**config.mk**
```make
export PLATFORM = sky130hd
export DESIGN_NAME = ubk_top
export DESIGN_NICKNAME = d
export VERILOG_FILES = /design/src/include/ubk_pkg.sv /design/src/design/ubk_top.sv
export VERILOG_INCLUDE_DIRS = /design/src /design/src/include
export SDC_FILE = /design/constraint.sdc
export NUM_CORES = 1
export LEC_CHECK = 0
export ABC_AREA = 1
export BUFFER_PORTS_ARGS = -buffer_cell sky130_fd_sc_hd__buf_2
export CELL_PAD_IN_SITES_DETAIL_PLACEMENT = 1
export CELL_PAD_IN_SITES_GLOBAL_PLACEMENT = 2
export CORE_MARGIN = 2
export CORE_UTILIZATION = 36
export DETAILED_ROUTE_END_ITERATION = 8
export GPL_TIMING_DRIVEN = 0
export PLACE_DENSITY = 0.84
export SYNTH_ARGS = -nofsm -noshare
export SYNTH_HDL_FRONTEND = slang
export SYNTH_SLANG_ARGS = --single-unit
```
**constraint.sdc**
```tcl
create_clock -name sys_clk_in -period 9.3 [get_ports sys_clk_in]
set_input_delay 0.465 -clock sys_clk_in [delete_from_list [all_inputs] [get_ports sys_clk_in]]
set_output_delay 0.465 -clock sys_clk_in [all_outputs]
set_load 0.005 [all_outputs]
```
**src/include/ubk_cfg.svh**
```systemverilog
// register offsets, field positions, reset values and constants of the user break block
`ifndef UBK_CFG_SVH
`define UBK_CFG_SVH
// ****************************************
// register byte offsets
// ****************************************
`define UBK_OFF_COND0   8'h00
`define UBK_OFF_COND1   8'h04
`define UBK_OFF_ACT0    8'h08
`define UBK_OFF_ACT1    8'h0C
`define UBK_OFF_ADDR0   8'h10
`define UBK_OFF_ADDR1   8'h14
`define UBK_OFF_AMASK0  8'h18
`define UBK_OFF_AMASK1  8'h1C
`define UBK_OFF_DATA1   8'h20
`define UBK_OFF_DMASK1  8'h24
`define UBK_OFF_COUNT1  8'h28
`define UBK_OFF_BCTRL   8'h2C
`define UBK_OFF_FLAGS   8'h30
`define UBK_OFF_DBASE   8'h34
// ****************************************
// field positions
// ****************************************
`define UBK_CC_EN       0
`define UBK_CC_OPND     1
`define UBK_CC_DATA     2
`define UBK_CC_CNT      3
`define UBK_CC_ASIDEN   4
`define UBK_CC_ADDRESS_SPACE_ID_LSB 8
`define UBK_CC_ADDRESS_SPACE_ID_MSB 15
`define UBK_CC_SEL      30
`define UBK_CC_SEQ      31
`define UBK_CA_BIE      0
`define UBK_CA_POST     1
`define UBK_BC_DBG      0
// ****************************************
// reset values and constants
// ****************************************
`define UBK_RST_WORD    32'h00000000
`define UBK_BREAK_OFS   32'h00000100
`define UBK_RESP_OKAY   2'h0
`define UBK_RESP_SLVERR 2'h2
`endif

```
**src/include/ubk_pkg.sv**
```systemverilog
// types shared by the user break block
package ubk_pkg;
  typedef logic [31:0] ubk_word_t;
  typedef enum logic [1:0] {
    UBK_KIND_NONE = 2'h0,
    UBK_KIND_PRE  = 2'h1,
    UBK_KIND_POST = 2'h3
  } ubk_kind_t;
endpackage

```
**src/design/ubk_top.sv**
```systemverilog
// two-channel user break comparator with sequence, count, resume address and axi4-lite registers
//
// Behaviour
// - sequence enable and select bits per channel
// - sequence works ch0 then ch1 or reverse
// - each channel sets its flag on match
// - clearing first flag disarms the sequence
// - channel 1 count joins sequence condition
// - near-simultaneous sequence matches not ordered
// - resume address saved before exception entry
// - pre-fetch break saves matching instruction address
// - pre-fetch in slot saves branch address
// - post-fetch saves next or branch target
// - operand address break saves next or target
// - data operand break lands one to six later
// - branch after data match defers past slot
// - debug enable vectors to debug base register
// - set mask bits drop address bits from compare
// - odd fetch match address never breaks
// - count N breaks before Nth execution
// - address space id must equal when enabled
// - flags stay set until software writes zero
// - block bit drops requests, flags still set
// - simultaneous matches give one request only
`include "ubk_cfg.svh"
`timescale 1ns/10ps
`default_nettype none
module ubk_top (
  input  wire logic        sys_clk_in,
  input  wire logic        rst_in,
  // axi4-lite slave
  input  wire logic [7:0]  s_axi_awaddr_in,
  input  wire logic        s_axi_awvalid_in,
  output logic             s_axi_awready_out,
  input  wire logic [31:0] s_axi_wdata_in,
  input  wire logic [3:0]  s_axi_wstrb_in,
  input  wire logic        s_axi_wvalid_in,
  output logic             s_axi_wready_out,
  output logic [1:0]       s_axi_bresp_out,
  output logic             s_axi_bvalid_out,
  input  wire logic        s_axi_bready_in,
  input  wire logic [7:0]  s_axi_araddr_in,
  input  wire logic        s_axi_arvalid_in,
  output logic             s_axi_arready_out,
  output logic [31:0]      s_axi_rdata_out,
  output logic [1:0]       s_axi_rresp_out,
  output logic             s_axi_rvalid_out,
  input  wire logic        s_axi_rready_in,
  // cpu core watch ports
  input  wire logic        fetch_exec_in,
  input  wire logic [31:0] fetch_addr_in,
  input  wire logic        fetch_slot_in,
  input  wire logic [31:0] fetch_branch_addr_in,
  input  wire logic        opnd_valid_in,
  input  wire logic [31:0] opnd_addr_in,
  input  wire logic [31:0] opnd_data_in,
  input  wire logic        retire_in,
  input  wire logic        retire_branch_in,
  input  wire logic [31:0] retire_next_addr_in,
  input  wire logic [7:0]  address_space_id_in,
  input  wire logic        cpu_block_bit_in,
  input  wire logic [31:0] vector_base_register_in,
  // break request to exception logic
  output logic             break_req_out,
  output logic             break_pre_out,
  output logic [31:0]      saved_program_counter_out,
  output logic [31:0]      break_vector_out
);

  // ****************************************
  // registers
  // ****************************************
  ubk_pkg::ubk_word_t cond_cfg [2];
  ubk_pkg::ubk_word_t act_cfg [2];
  ubk_pkg::ubk_word_t match_addr [2];
  ubk_pkg::ubk_word_t match_mask [2];
  ubk_pkg::ubk_word_t match_data_ch1;
  ubk_pkg::ubk_word_t match_data_mask_ch1;
  ubk_pkg::ubk_word_t execution_count_ch1;
  ubk_pkg::ubk_word_t break_control_register;
  ubk_pkg::ubk_word_t debug_base_register;
  logic [1:0]         match_flags;
  ubk_pkg::ubk_word_t exec_seen;
  logic               late_pend;
  logic [1:0]         hit_raw;
  logic [1:0]         hit;
  logic [1:0]         seq_ok;
  logic [1:0]         req;
  logic [1:0]         pre_req;
  logic [1:0]         late_req;
  logic               cnt_ok;
  logic               wr_go;
  logic               rd_go;
  logic               fire_pre;
  logic               fire_late;
  logic               late_now;
  logic               flags_wr;
  logic               count_wr;
  logic [1:0]         next_flags;
  ubk_pkg::ubk_word_t rd_word;
  logic               rd_hit;
  ubk_pkg::ubk_word_t bmask;

  // ****************************************
  // per channel comparators
  // ****************************************
  genvar c;
  generate
    for (c = 0; c < 2; c++) begin : g_ch
      logic addr_eq;
      logic address_space_id_ok;
      logic data_ok;
      logic fetch_hit;
      logic opnd_hit;
      logic seq_act;
      // mask bit set removes that address bit from the compare
      assign addr_eq = (((cond_cfg[c][`UBK_CC_OPND] ? opnd_addr_in : fetch_addr_in) ^ match_addr[c])
                       & ~match_mask[c]) == `UBK_RST_WORD;
      assign address_space_id_ok = ~cond_cfg[c][`UBK_CC_ASIDEN] |
                       (address_space_id_in == cond_cfg[c][`UBK_CC_ADDRESS_SPACE_ID_MSB:`UBK_CC_ADDRESS_SPACE_ID_LSB]);
      // only channel 1 owns data compare
      assign data_ok = (c == 0) | ~cond_cfg[c][`UBK_CC_DATA] |
                       (((opnd_data_in ^ match_data_ch1) & ~match_data_mask_ch1) == `UBK_RST_WORD);
      // fetches are always even, so an odd match address can never give a fetch hit
      assign fetch_hit = fetch_exec_in & ~cond_cfg[c][`UBK_CC_OPND] & ~match_addr[c][0];
      assign opnd_hit = opnd_valid_in & cond_cfg[c][`UBK_CC_OPND] & data_ok;
      assign hit_raw[c] = cond_cfg[c][`UBK_CC_EN] & addr_eq & address_space_id_ok & (fetch_hit | opnd_hit);
      // count condition is part of channel 1 match, so it also gates sequence use
      assign hit[c] = hit_raw[c] & ((c == 0) | ~cond_cfg[c][`UBK_CC_CNT] | cnt_ok);
      // second channel of a sequence names the first in its select bit
      assign seq_act = cond_cfg[c][`UBK_CC_SEQ] & (cond_cfg[c][`UBK_CC_SEL] != 1'(c));
      // the second channel is armed by the first channel's flag from an earlier cycle only
      assign seq_ok[c] = ~seq_act | match_flags[1 - c];
      assign req[c] = hit[c] & seq_ok[c] & act_cfg[c][`UBK_CA_BIE];
      assign pre_req[c] = req[c] & ~cond_cfg[c][`UBK_CC_OPND] & ~act_cfg[c][`UBK_CA_POST];
      assign late_req[c] = req[c] & (cond_cfg[c][`UBK_CC_OPND] | act_cfg[c][`UBK_CA_POST]);
    end
  endgenerate

  // count N: break on the Nth hit, after N-1 have run
  assign cnt_ok = (exec_seen == (execution_count_ch1 - 32'h00000001));

  // ****************************************
  // break firing
  // ****************************************
  assign late_now = |late_req;
  // block bit drops requests; pre wins when both land together
  assign fire_pre = |pre_req & ~cpu_block_bit_in;
  // late breaks wait for a non-branch retire so branch and slot finish first
  assign fire_late = ~fire_pre & ~cpu_block_bit_in & (late_pend | late_now) &
                     retire_in & ~retire_branch_in;

  always_ff @(posedge sys_clk_in) begin
    if (rst_in) begin
      late_pend <= 1'b0;
    end else if (fire_pre | fire_late | cpu_block_bit_in) begin
      late_pend <= 1'b0;
    end else if (late_now) begin
      late_pend <= 1'b1;
    end
  end

  always_ff @(posedge sys_clk_in) begin
    if (rst_in) begin
      break_req_out             <= 1'b0;
      break_pre_out             <= 1'b0;
      saved_program_counter_out <= `UBK_RST_WORD;
    end else begin
      break_req_out <= fire_pre | fire_late;
      break_pre_out <= fire_pre;
      if (fire_pre) begin
        // matching instruction does not run; a slot restarts at its branch
        saved_program_counter_out <= fetch_slot_in ? fetch_branch_addr_in : fetch_addr_in;
      end else if (fire_late) begin
        saved_program_counter_out <= retire_next_addr_in;
      end
    end
  end

  always_ff @(posedge sys_clk_in) begin
    if (rst_in) begin
      break_vector_out <= `UBK_RST_WORD;
    end else begin
      break_vector_out <= break_control_register[`UBK_BC_DBG] ? debug_base_register :
                          vector_base_register_in + `UBK_BREAK_OFS;
    end
  end

  // ****************************************
  // execution counter
  // ****************************************
  always_ff @(posedge sys_clk_in) begin
    if (rst_in) begin
      exec_seen <= `UBK_RST_WORD;
    end else if (count_wr | hit[1]) begin
      exec_seen <= `UBK_RST_WORD;
    end else if (hit_raw[1] & cond_cfg[1][`UBK_CC_CNT]) begin
      exec_seen <= exec_seen + 32'h00000001;
    end
  end

  // ****************************************
  // match flags
  // ****************************************
  assign flags_wr = wr_go & (s_axi_awaddr_in == `UBK_OFF_FLAGS) & s_axi_wstrb_in[0];
  assign count_wr = wr_go & (s_axi_awaddr_in == `UBK_OFF_COUNT1);

  always_comb begin
    next_flags = match_flags;
    if (flags_wr) begin
      next_flags = match_flags & s_axi_wdata_in[1:0];
    end
    // a hit in the clearing cycle still sets the flag
    next_flags = next_flags | hit;
  end

  always_ff @(posedge sys_clk_in) begin
    if (rst_in) begin
      match_flags <= 2'h0;
    end else begin
      match_flags <= next_flags;
    end
  end

  // ****************************************
  // axi4-lite write channel
  // ****************************************
  // both valids waited for, taken in one cycle
  assign wr_go = s_axi_awvalid_in & s_axi_awready_out & s_axi_wvalid_in & s_axi_wready_out;
  assign bmask = {{8{s_axi_wstrb_in[3]}}, {8{s_axi_wstrb_in[2]}}, {8{s_axi_wstrb_in[1]}}, {8{s_axi_wstrb_in[0]}}};

  always_ff @(posedge sys_clk_in) begin
    if (rst_in) begin
      s_axi_awready_out <= 1'b0;
      s_axi_wready_out  <= 1'b0;
      s_axi_bvalid_out  <= 1'b0;
      s_axi_bresp_out   <= `UBK_RESP_OKAY;
    end else begin
      s_axi_awready_out <= 1'b0;
      s_axi_wready_out  <= 1'b0;
      if (wr_go) begin
        s_axi_bvalid_out <= 1'b1;
        s_axi_bresp_out  <= (s_axi_awaddr_in > `UBK_OFF_DBASE || s_axi_awaddr_in[1:0] != 2'h0) ?
                            `UBK_RESP_SLVERR : `UBK_RESP_OKAY;
      end else if (s_axi_bvalid_out & s_axi_bready_in) begin
        s_axi_bvalid_out <= 1'b0;
      end else if (s_axi_awvalid_in & s_axi_wvalid_in & ~s_axi_awready_out & ~s_axi_bvalid_out) begin
        s_axi_awready_out <= 1'b1;
        s_axi_wready_out  <= 1'b1;
      end
    end
  end

  always_ff @(posedge sys_clk_in) begin
    if (rst_in) begin
      cond_cfg[0]            <= `UBK_RST_WORD;
      cond_cfg[1]            <= `UBK_RST_WORD;
      act_cfg[0]             <= `UBK_RST_WORD;
      act_cfg[1]             <= `UBK_RST_WORD;
      match_addr[0]          <= `UBK_RST_WORD;
      match_addr[1]          <= `UBK_RST_WORD;
      match_mask[0]          <= `UBK_RST_WORD;
      match_mask[1]          <= `UBK_RST_WORD;
      match_data_ch1         <= `UBK_RST_WORD;
      match_data_mask_ch1    <= `UBK_RST_WORD;
      execution_count_ch1    <= `UBK_RST_WORD;
      break_control_register <= `UBK_RST_WORD;
      debug_base_register    <= `UBK_RST_WORD;
    end else if (wr_go) begin
      case (s_axi_awaddr_in)
        `UBK_OFF_COND0: cond_cfg[0] <= (cond_cfg[0] & ~bmask) | (s_axi_wdata_in & bmask);
        `UBK_OFF_COND1: cond_cfg[1] <= (cond_cfg[1] & ~bmask) | (s_axi_wdata_in & bmask);
        `UBK_OFF_ACT0:  act_cfg[0] <= (act_cfg[0] & ~bmask) | (s_axi_wdata_in & bmask);
        `UBK_OFF_ACT1:  act_cfg[1] <= (act_cfg[1] & ~bmask) | (s_axi_wdata_in & bmask);
        `UBK_OFF_ADDR0: match_addr[0] <= (match_addr[0] & ~bmask) | (s_axi_wdata_in & bmask);
        `UBK_OFF_ADDR1: match_addr[1] <= (match_addr[1] & ~bmask) | (s_axi_wdata_in & bmask);
        `UBK_OFF_AMASK0: match_mask[0] <= (match_mask[0] & ~bmask) | (s_axi_wdata_in & bmask);
        `UBK_OFF_AMASK1: match_mask[1] <= (match_mask[1] & ~bmask) | (s_axi_wdata_in & bmask);
        `UBK_OFF_DATA1: match_data_ch1 <= (match_data_ch1 & ~bmask) | (s_axi_wdata_in & bmask);
        `UBK_OFF_DMASK1: match_data_mask_ch1 <= (match_data_mask_ch1 & ~bmask) | (s_axi_wdata_in & bmask);
        `UBK_OFF_COUNT1: execution_count_ch1 <= (execution_count_ch1 & ~bmask) | (s_axi_wdata_in & bmask);
        `UBK_OFF_BCTRL: break_control_register <= (break_control_register & ~bmask) | (s_axi_wdata_in & bmask);
        `UBK_OFF_DBASE: debug_base_register <= (debug_base_register & ~bmask) | (s_axi_wdata_in & bmask);
        default: ;
      endcase
    end
  end

  // ****************************************
  // axi4-lite read channel
  // ****************************************
  assign rd_go = s_axi_arvalid_in & s_axi_arready_out;

  always_comb begin
    rd_word = `UBK_RST_WORD;
    rd_hit  = 1'b1;
    case (s_axi_araddr_in)
      `UBK_OFF_COND0:  rd_word = cond_cfg[0];
      `UBK_OFF_COND1:  rd_word = cond_cfg[1];
      `UBK_OFF_ACT0:   rd_word = act_cfg[0];
      `UBK_OFF_ACT1:   rd_word = act_cfg[1];
      `UBK_OFF_ADDR0:  rd_word = match_addr[0];
      `UBK_OFF_ADDR1:  rd_word = match_addr[1];
      `UBK_OFF_AMASK0: rd_word = match_mask[0];
      `UBK_OFF_AMASK1: rd_word = match_mask[1];
      `UBK_OFF_DATA1:  rd_word = match_data_ch1;
      `UBK_OFF_DMASK1: rd_word = match_data_mask_ch1;
      `UBK_OFF_COUNT1: rd_word = execution_count_ch1;
      `UBK_OFF_BCTRL:  rd_word = break_control_register;
      `UBK_OFF_FLAGS:  rd_word = {30'h0, match_flags};
      `UBK_OFF_DBASE:  rd_word = debug_base_register;
      default:         rd_hit  = 1'b0;
    endcase
  end

  // address is taken one cycle, data answered the next
  always_ff @(posedge sys_clk_in) begin
    if (rst_in) begin
      s_axi_arready_out <= 1'b0;
      s_axi_rvalid_out  <= 1'b0;
      s_axi_rdata_out   <= `UBK_RST_WORD;
      s_axi_rresp_out   <= `UBK_RESP_OKAY;
    end else begin
      s_axi_arready_out <= 1'b0;
      if (s_axi_rvalid_out & s_axi_rready_in) begin
        s_axi_rvalid_out <= 1'b0;
      end else if (rd_go) begin
        s_axi_rvalid_out <= 1'b1;
      end else if (s_axi_arvalid_in & ~s_axi_arready_out & ~s_axi_rvalid_out) begin
        s_axi_arready_out <= 1'b1;
      end
      if (rd_go) begin
        s_axi_rdata_out <= rd_word;
        s_axi_rresp_out <= rd_hit ? `UBK_RESP_OKAY : `UBK_RESP_SLVERR;
      end
    end
  end

endmodule
`default_nettype wire

```
# Yosys cells after proc, flatten, opt, wreduce, memory -nomap -nowiden
# Memory sizes are Yosys's and may differ from the RTL's.
# Index checks and enable logic that the tools add are counted.
[word_totals] register_bits=301 ramBits=256 input_bits=265 output_inout_bits=107 word_cells=262 n_memories=4
[memory_table] name="act_cfg" words=2 width=32 read_ports=2 rd_ports_with_merged_regs=0 write_ports=2 line="ubk_top.sv:74" text="ubk_pkg::ubk_word_t act_cfg [2];"
[memory_table] name="cond_cfg" words=2 width=32 read_ports=2 rd_ports_with_merged_regs=0 write_ports=2 line="ubk_top.sv:73" text="ubk_pkg::ubk_word_t cond_cfg [2];"
[memory_table] name="match_addr" words=2 width=32 read_ports=2 rd_ports_with_merged_regs=0 write_ports=2 line="ubk_top.sv:75" text="ubk_pkg::ubk_word_t match_addr [2];"
[memory_table] name="match_mask" words=2 width=32 read_ports=2 rd_ports_with_merged_regs=0 write_ports=2 line="ubk_top.sv:76" text="ubk_pkg::ubk_word_t match_mask [2];"
[classes] addsub=3 n_lt_le_gt_ge=1 n_eq_ne=29 n_mux=57 n_bitwise=127 n_reduce_logical=22
[ops] operator="AND 32 bit" n=17
[ops] operator="two-way mux 32 bit" n=14
[ops] operator="case mux 32 bit (14 select lines)" n=1
[ops] operator="OR 32 bit" n=13
[ops] operator="NOT 32 bit" n=4
[ops] operator="== test 8 x 6 -> 1 bit, second input constant" n=12
[ops] operator="logical NOT 32 bit" n=3
[ops] operator="XOR 32 bit" n=3
[ops] operator="== test 8 x 5 -> 1 bit, second input constant" n=8
[ops] operator="AND 1 bit" n=46
[ops] operator="two-way mux 1 bit" n=39
[ops] operator="adder 32 x 1 -> 32 bit, second input constant" n=1
[ops] operator="adder 32 x 9 -> 32 bit, second input constant" n=1
[ops] operator="== test 32 bit" n=1
[ops] operator="== test 8 x 4 -> 1 bit, second input constant" n=4
[ops] operator="subtractor 32 x 1 -> 32 bit, second input constant" n=1
[ops] operator="OR 1 bit" n=22
[ops] operator="NOT 1 bit" n=20
[ops] operator="== test 8 x 3 -> 1 bit, second input constant" n=2
[ops] operator="== test 8 bit" n=2
[ops] operator="logical NOT 8 bit" n=2
[ops] operator="OR reduction 14 bit" n=1
[ops] operator="AND reduction 2 bit" n=5
[ops] operator="OR reduction 2 bit" n=5
[ops] operator="7 further kinds" n=12

# Logic depth before layout (Yosys ltp)
# Gate-level depths: netlist of run 1.
# An unclocked memory read counts as a cell.
[logic_depth] ltp_word=23 depth_mapped=24 mapped_depth_nobuf=22

# Worst setup path before layout of run 1
# OpenSTA, ideal clock, no wires.
[synth_timing] path_type="input-to-reg" startpoint="input s_axi_awaddr_in[1]" endpoint="memory match_addr[0][32] in the netlist's numbering, enable pin" setup_ps=466 arrival_ps=3585 required_time_ps=8834 path_slack_ps=5250 path_stages=9 path_buffers=0 path_cell_list="nor2_1 inv_1 nor2_1 inv_1 nor2_1 inv_1 nor2_1 inv_1 o21ai_0"
[synth_rtl] element="start: declaration" line="ubk_top.sv:32" text="input wire logic [7:0] s_axi_awaddr_in,"
[synth_rtl] element="end: declaration" line="ubk_top.sv:75"

# Worst setup path after layout of run 1
[layout_timing] startpoint="input s_axi_araddr_in[7]" endpoint="register s_axi_rdata_out[11]"
[layout_between] elab_chain_len=2 word_cells_on_any_way=15 classes_between="13 x eq/ne; 1 x mux; 1 x reduce/logical"
[layout_rtl] element="start: declaration" line="ubk_top.sv:42" text="input wire logic [7:0] s_axi_araddr_in,"
[layout_rtl] element="== test 8 x 6 -> 1 bit, or another cell as far along" line="ubk_top.sv:297" text="case (s_axi_araddr_in)"
[layout_rtl] element="case mux 32 bit (14 select lines) (*)" line="ubk_top.sv:297"
[layout_rtl] element="end signal: assignment" line="ubk_top.sv:321" text="s_axi_rdata_out <= `UBK_RST_WORD;"
[layout_rtl] element="end signal: assignment" line="ubk_top.sv:333" text="s_axi_rdata_out <= rd_word;"
[layout_rtl] element="end: declaration" line="ubk_top.sv:45" text="output logic [31:0] s_axi_rdata_out,"
# Every way passes the cells marked *; elsewhere a longest branch is shown, timed or not.
# A chain may end at the register's enable or synchronous reset.

==> flow_summary_export.csv, run 1 <==
group,metric,value,unit
run_status,status,"finished, final reports clean",
synth,synth-edff-count,256,
die,die_w,293.8,um
worst_hold_path,min_to,"s_axi_bvalid_out",
worst_hold_path,hold_class,"input port to flop",
clock_tree,tritoncts,"yes",
die,core,83420,sq um
worst_setup_path,critPathCaptureType,"flop",
synth,synth_top_area_share,0.2542,
synth,synth_warnings,0,
synth,netlist_instances,4140,
layout,drive_gt1_frac,0.1211,
clock_tree,post-cts-setup-buffer-count,0,
routing,wirelength,166400,um
synth,ys_seq_area_frac,0.4521,
routing,drc_errors,0,
sta,setup_viol,0,
routing,via_per_inst,5.763,
synth,async_flop_share,0,
layout,multi_input_area,14050,sq um
sta,fin_crit,5.153,ns
layout,layout.nets,4862,
worst_setup_path,critPathArrivalTime,5.71,ns
die,fp.dieArea,86340,sq um
sta,fmax,194.1,MHz
routing,drt_iter0_drc,3542,
sta,period_share,0.5541,
sta,final.setup_skew,0.04390,ns
sta,hold_ws,0.02699,ns
synth,synth_cell_types,54,
global_routing,grt_pass1_vias,32070,
synth,ys_ff_latch,555,
clock_tree,ctsHoldBuffers,0,
die,std_cell_rows,106,
placed_design,dpl_worst_slack,3.987,ns
routing,vias,33030,
sta,relSlewSlack,0.01425,
clock_tree,clock-sinks,555,
placed_design,dpl.hpwl,131200,um
layout,num-fill-cells,10650,
job,maxCapViolations,0,
sta,setup_ws,4.147,ns
clock_tree,cts_max_level,3,
synth,yosys.area.top_type,"edfxtp_1",
routing,drtAntennaViolNets,0,
pwr,power_density,168.3,nW/um^2
synth,synth_area,30240,sq um
worst_hold_path,whs_path_depth,2,
die,ios,372,
global_routing,grt_pass1_wl,232100,um
placed_design,gp_congestion,0.9945,
sta,finalSetupTns,0,ns
sta,slew_viol_final,0,
worst_setup_path,cp_data_required_time,9.86,ns
die,initial_core_util,0.3625,
worst_setup_path,rrSetupSlack,5.18,ns
routing,post_drt_wl_per_cell,29.03,um
worst_setup_path,worstSetupPathType,"input port to flop",
placed_design,placed_cell_area,33710,sq um
clock_tree,clockBufferDepth,3,
worst_hold_path,worstHoldStart,"s_axi_bready_in",
global_routing,grt.total_usage,0.3765,
placed_design,portBuffers,369,
worst_setup_path,critPathLaunchType,"input port",
layout,area_delta_synth_final,19.32,%
clock_tree,cts_root_buffer,"clkbuf_16",
routing,first_pass_iters,6,
clock_tree,clkSlewWorstSetupHoldPaths,0.06,ns
clock_tree,numCtsBuffers,71,
clock_tree,cts-resized-gates,0,
worst_setup_path,path_max_fanout,10,
layout,regArea,13670,sq um
die,fp.dieH,293.8,um
sta,rsz0062_at_grt,"no",
pwr,peakVddDrop,116.8,uV
synth,synth_area_leaders,"edfxtp_1, dfxtp_1, nand2_1, a21oi_1, nor2_1",
synth,avgSynthCellArea,7.305,sq um
layout,utilization,0.4326,
synth,ys.flop_type,"dfxtp_1",
layout,design_area,36080,sq um
sta,hold_viol,0,
pwr,p_leak,15.00,nW
global_routing,antenna_found_initial,13,
worst_setup_path,r2r_cells,9,
sta,tightest_slew,1.473,ns
global_routing,grt_max_degree,29,
clock_tree,insertion_delay,0.65,ns
global_routing,grt_remaining_overflow,0,
worst_setup_path,r2r_start,"s_axi_wready_out",
cell usage in the layout, fill, tap and decap left out, types with 74 or more instances in the layout:
master / synthesis / final
a21oi_1: 511 / 511
buf_2: 20 / 390
clkbuf_1: 158 / 178
clkbuf_16: 0 / 74
dfxtp_1: 299 / 299
edfxtp_1: 256 / 256
inv_1: 445 / 445
nand2_1: 840 / 838
nand3_1: 149 / 149
nor2_1: 629 / 629
o21ai_0: 285 / 279
through the flow:
stage / cells / power (W)
CTS: 5729 / 0.006053
global route: 5732 / 0.006193
floorplan: 4141 / 0.002911
finish: 5732 / 0.006072
global placement: 5590 / 0.003200
detailed placement: 5600 / 0.003211
synthesized netlist by cell type, drive strengths merged (8+ instances only):
library cell	count
o211ai	10
inv	450
nand4	55
o22ai	46
mux2i	8
nor3	49
a21oi	512
xnor2	42
dfxtp	299
buf	45
a221oi	51
clkinv	16
edfxtp	256
nor4	14
xor2	42
nand2	843
nand3b	16
a211oi	58
clkbuf	158
nand3	149
o21ai	303
or2	19
nor2	635
a2111oi	12
report_power, final:
| part | total [W] | leakage, nW | internal [W] | switching (W) |
|---|---|---|---|---|
| clock network | 0.00289 | 1.15 | 0.00171 | 0.00118 |
| logic | 0.000544 | 8.79 | 0.000147 | 0.000397 |
| registers | 0.00264 | 5.06 | 0.00260 | 0.0000397 |
| total | 0.00607 | 15.0 | 0.00445 | 0.00162 |
worst max path at each step:
stage,start,endpoint,slack (ns),cells after the start
final,s_axi_araddr_in[7],s_axi_rdata_out[11],4.15,12
after global routing,s_axi_araddr_in[7],s_axi_rdata_out[11],4.27,12
after CTS,s_axi_araddr_in[7],s_axi_rdata_out[22],4.63,12
after detailed placement,s_axi_araddr_in[7],s_axi_rdata_out[22],3.99,12
after global placement,s_axi_awaddr_in[1],match_addr[0][44],1.69,10
after floorplan,s_axi_awaddr_in[1],match_addr[0][32],5.25,9
worst max-delay path, cell delays in order:
cell      delay (ns)
buf_2           0.09
or2_2           0.35
nor3_1          0.87
inv_1           0.19
nor2_1          0.97
clkinv_1        0.89
clkbuf_1        0.63
nand4_1         0.35
o41ai_1         0.09
inv_1           0.34
o41ai_1         0.25
a21oi_1         0.18
routing by layer:
metal	vias up	track usage	share of wire
met5	-	0	0.00020
met4	6	0.1868	0.059
met3	374	0.07326	0.089
met2	1563	0.6069	0.46
met1	16300	0.4813	0.39
li1	14790	-	-
cells by family (layout without fill, tap and decap cells):
| family | after synthesis | in the layout | synth area share |
|---|---|---|---|
| adder cells (fa/ha/maj) | 3 | 3 | 0.001241 |
| XOR/XNOR | 84 | 84 | 0.02433 |
| AO/OA/AOI/OAI | 1025 | 1025 | 0.1890 |
| AND/OR/NAND/NOR | 1790 | 1790 | 0.2420 |
| multiplexers | 13 | 13 | 0.004510 |
| buffers and inverters | 669 | 1178 | 0.08660 |
| other | 1 | 4 | 0.0001240 |
| flip-flops | 555 | 555 | 0.4521 |
layout make-up:
class / count / share of cell area
antenna: 2 / 0.0001387
buffer: 203 / 0.02410
clock buffer: 104 / 0.05721
clock inverter: 25 / 0.008218
inverter: 466 / 0.04847
multi-input combinational: 2917 / 0.3893
sequential: 555 / 0.3789
tap: 1080 / 0.03745
timing repair buffer: 380 / 0.05617
Note: power is estimated with default switching activity, not from simulation.
==> run 2, diff against run 1 <==
--- a/config.mk
+++ b/config.mk
@@ -11,10 +11,10 @@
 export CELL_PAD_IN_SITES_DETAIL_PLACEMENT = 1
 export CELL_PAD_IN_SITES_GLOBAL_PLACEMENT = 2
 export CORE_MARGIN = 2
-export CORE_UTILIZATION = 36
+export CORE_UTILIZATION = 34
 export DETAILED_ROUTE_END_ITERATION = 8
 export GPL_TIMING_DRIVEN = 0
-export PLACE_DENSITY = 0.84
+export PLACE_DENSITY = 0.8
 export SYNTH_ARGS = -nofsm -noshare
 export SYNTH_HDL_FRONTEND = slang
 export SYNTH_SLANG_ARGS = --single-unit
==> constraint.sdc (replaced) <==
create_clock -name sys_clk_in -period 4.8 [get_ports sys_clk_in]
set_input_delay 0.24 -clock sys_clk_in [delete_from_list [all_inputs] [get_ports sys_clk_in]]
set_output_delay 0.24 -clock sys_clk_in [all_outputs]
set_load 0.005 [all_outputs]
==> run 2 against run 1 <==
Against the previous run: the flow now finishes with violations (capacitance limit, slew limit); sequential power up 94%; clock-buffer cell count down 6; hold slack worse by 0.016 ns; flip-flop and latch count unchanged; non-clock buffer count up 78; register-to-register slack worse by 4.6 ns; worst setup slack worse by 3.9 ns; critical path depth down 1; largest power group unchanged; highest routed layer unchanged.
==> flow_summary_export.csv, run 2 (synthesis results as in run 1) <==
group,metric,value,unit
global_routing,grt_remaining_overflow,0,
sta,period_share,0.9431,
clock_tree,cts_root_buffer,"clkbuf_16",
clock_tree,cts_max_level,3,
routing,first_pass_iters,6,
routing,drt_iter0_drc,3533,
clock_tree,numCtsBuffers,71,
routing,drtAntennaViolNets,0,
die,die_w,302.2,um
layout,fin_cells,5897,
routing,wirelength,167100,um
worst_setup_path,cp_slowest_cell,"nor2_1",
pwr,finalPower,0.01168,W
job,maxCapViolations,2,
clock_tree,tritoncts,"yes",
die,ios,372,
worst_setup_path,critPathArrivalTime,5.09,ns
placed_design,dpl_worst_slack,-0.4166,ns
worst_setup_path,cpLargestDelayFamily,"simple AND/OR/NAND/NOR gates",
global_routing,grt_max_degree,30,
sta,setup_ws,0.2733,ns
worst_setup_path,rrSetupSlack,0.60,ns
worst_setup_path,crit_top_cell,"inv_1",
global_routing,antenna_found_initial,13,
worst_setup_path,cp_data_required_time,5.36,ns
sta,setup_viol,0,
clock_tree,post-cts-setup-buffer-count,0,
clock_tree,insertion_delay,0.67,ns
pwr,power_density,316.4,nW/um^2
layout,num-fill-cells,11090,
die,std_cell_rows,109,
sta,hold_ws,0.01080,ns
layout,utilization,0.4186,
worst_setup_path,crit_chain,"buf_2 > or2_2 > nor3_1 > inv_1 > nor2_1 > inv_1 > nand4_1 > o41ai_1 > inv_1 > o41ai_1 > a21oi_1",
sta,rsz0062_at_grt,"no",
run_status,status,"complete, but fails checks",
sta,fin_crit,4.527,ns
sta,hold_viol,0,
sta,final.setup_skew,0.03941,ns
layout,final_cell_mix,"nand2_1, nor2_1, a21oi_1",
sta,tightest_slew,1.632,ns
routing,via_per_inst,5.638,
die,fp.dieH,302.2,um
die,initial_core_util,0.3427,
routing,vias,33250,
layout,drive_gt1_frac,0.1199,
layout,layout.nets,4940,
clock_tree,clkSlewWorstSetupHoldPaths,0.06,ns
clock_tree,clockBufferDepth,3,
worst_setup_path,worst-path-buf-inv,4,
placed_design,portBuffers,369,
placed_design,placed_cells,5685,
global_routing,grt.total_usage,0.3570,
sta,slew_viol_final,10,
run_status,violations,"capacitance limit, slew limit",
sta,relSlewSlack,-0.09180,
placed_design,gp_congestion,0.9755,
global_routing,grt_pass1_vias,32470,
layout,mostFrequentLayoutCell,"nand2_1",
worst_hold_path,hold_class,"input port to flop",
routing,post_drt_wl_per_cell,28.34,um
worst_setup_path,path_max_fanout,8,
sta,fmax,220.9,MHz
worst_setup_path,slowest_delay,1.27,ns
worst_setup_path,worstSetupPathType,"input port to flop",
clock_tree,clock-sinks,555,
pwr,p_leak,15.31,nW
pwr,peakVddDrop,276.8,uV
die,core,88240,sq um
die,fp.dieArea,91350,sq um
global_routing,grt_pass1_wl,232100,um
layout,area_delta_synth_final,22.13,%
routing,drc_errors,0,
placed_design,dpl.hpwl,131800,um
worst_setup_path,critPathCaptureType,"flop",
worst_setup_path,critPathLaunchType,"input port",
[run 2: cell types whose count changed in the layout (fill, tap and decap cells not counted), moves of 3 or more]
cell           before  now
buf_16              0    4
a2111oi_1           4    1
dlygate4sd3_1       0   77
buf_12              8    4
diode_2             2    5
clkbuf_1          178  174
a2111oi_0           7   11
[run 2: area by class of cell]
type,count,area (sq um),area share
Clock inverter,30,312.8,0.008469
Multi-Input combinational cell,2917,14040,0.3802
Tap cell,1165,1458,0.03947
Antenna cell,5,12.51,0.0003388
Buffer,203,869.6,0.02354
Timing Repair Buffer,458,2830,0.07663
Inverter,466,1749,0.04736
Sequential cell,555,13670,0.3702
Clock buffer,98,1987,0.05380
[run 2: routing by layer]
metal,GRT usage,share of wire
met4,0.1898,0.060
met3,0.07441,0.086
met2,0.5725,0.46
met5,0,0.00044
met1,0.4512,0.40
[run 2: worst paths after layout]
kind / start / cells after the start / endpoint
setup / recovery: s_axi_araddr_in[7] / 11 / s_axi_rdata_out[11]
hold reg to reg: s_axi_rdata_out[29] / 2 / s_axi_rdata_out[29]
setup reg to reg: s_axi_wready_out / 9 / flop
hold / removal: vector_base_register_in[23] / 4 / break_vector_out[23]
[run 2: worst register-to-register path: stages, from the launching register on]
cell	delay, ns
dfxtp_1	0.37
nand3_1	0.28
nor2_1	0.88
inv_1	0.22
nor3_1	0.86
clkbuf_1	0.54
nand2_1	0.34
clkbuf_1	0.31
o21ai_0	0.23
a21oi_1	0.06
[run 2: per-stage QoR]
| stage | TNS (ns) | cell area [sq um] |
|---|---|---|
| floorplan | 0 | 30250 |
| global placement | -329.80 | 33550 |
| detailed placement | -1.906 | 33840 |
| CTS | 0 | 36910 |
| global route | 0 | 36920 |
| finish | 0 | 36930 |
[run 2: power breakdown]
part | internal (W) | switching (W) | total (W)
sequential | 0.00503 | 0.0000797 | 0.00511
clock | 0.00314 | 0.00234 | 0.00548
combinational | 0.000328 | 0.000764 | 0.00109
[run 2: repair_timing]
action	4_1_cts	5_1_grt
gates resized for setup	0	1
setup endpoints to repair	0	2
hold buffers	77	0
endpoints found under the hold margin	91	0
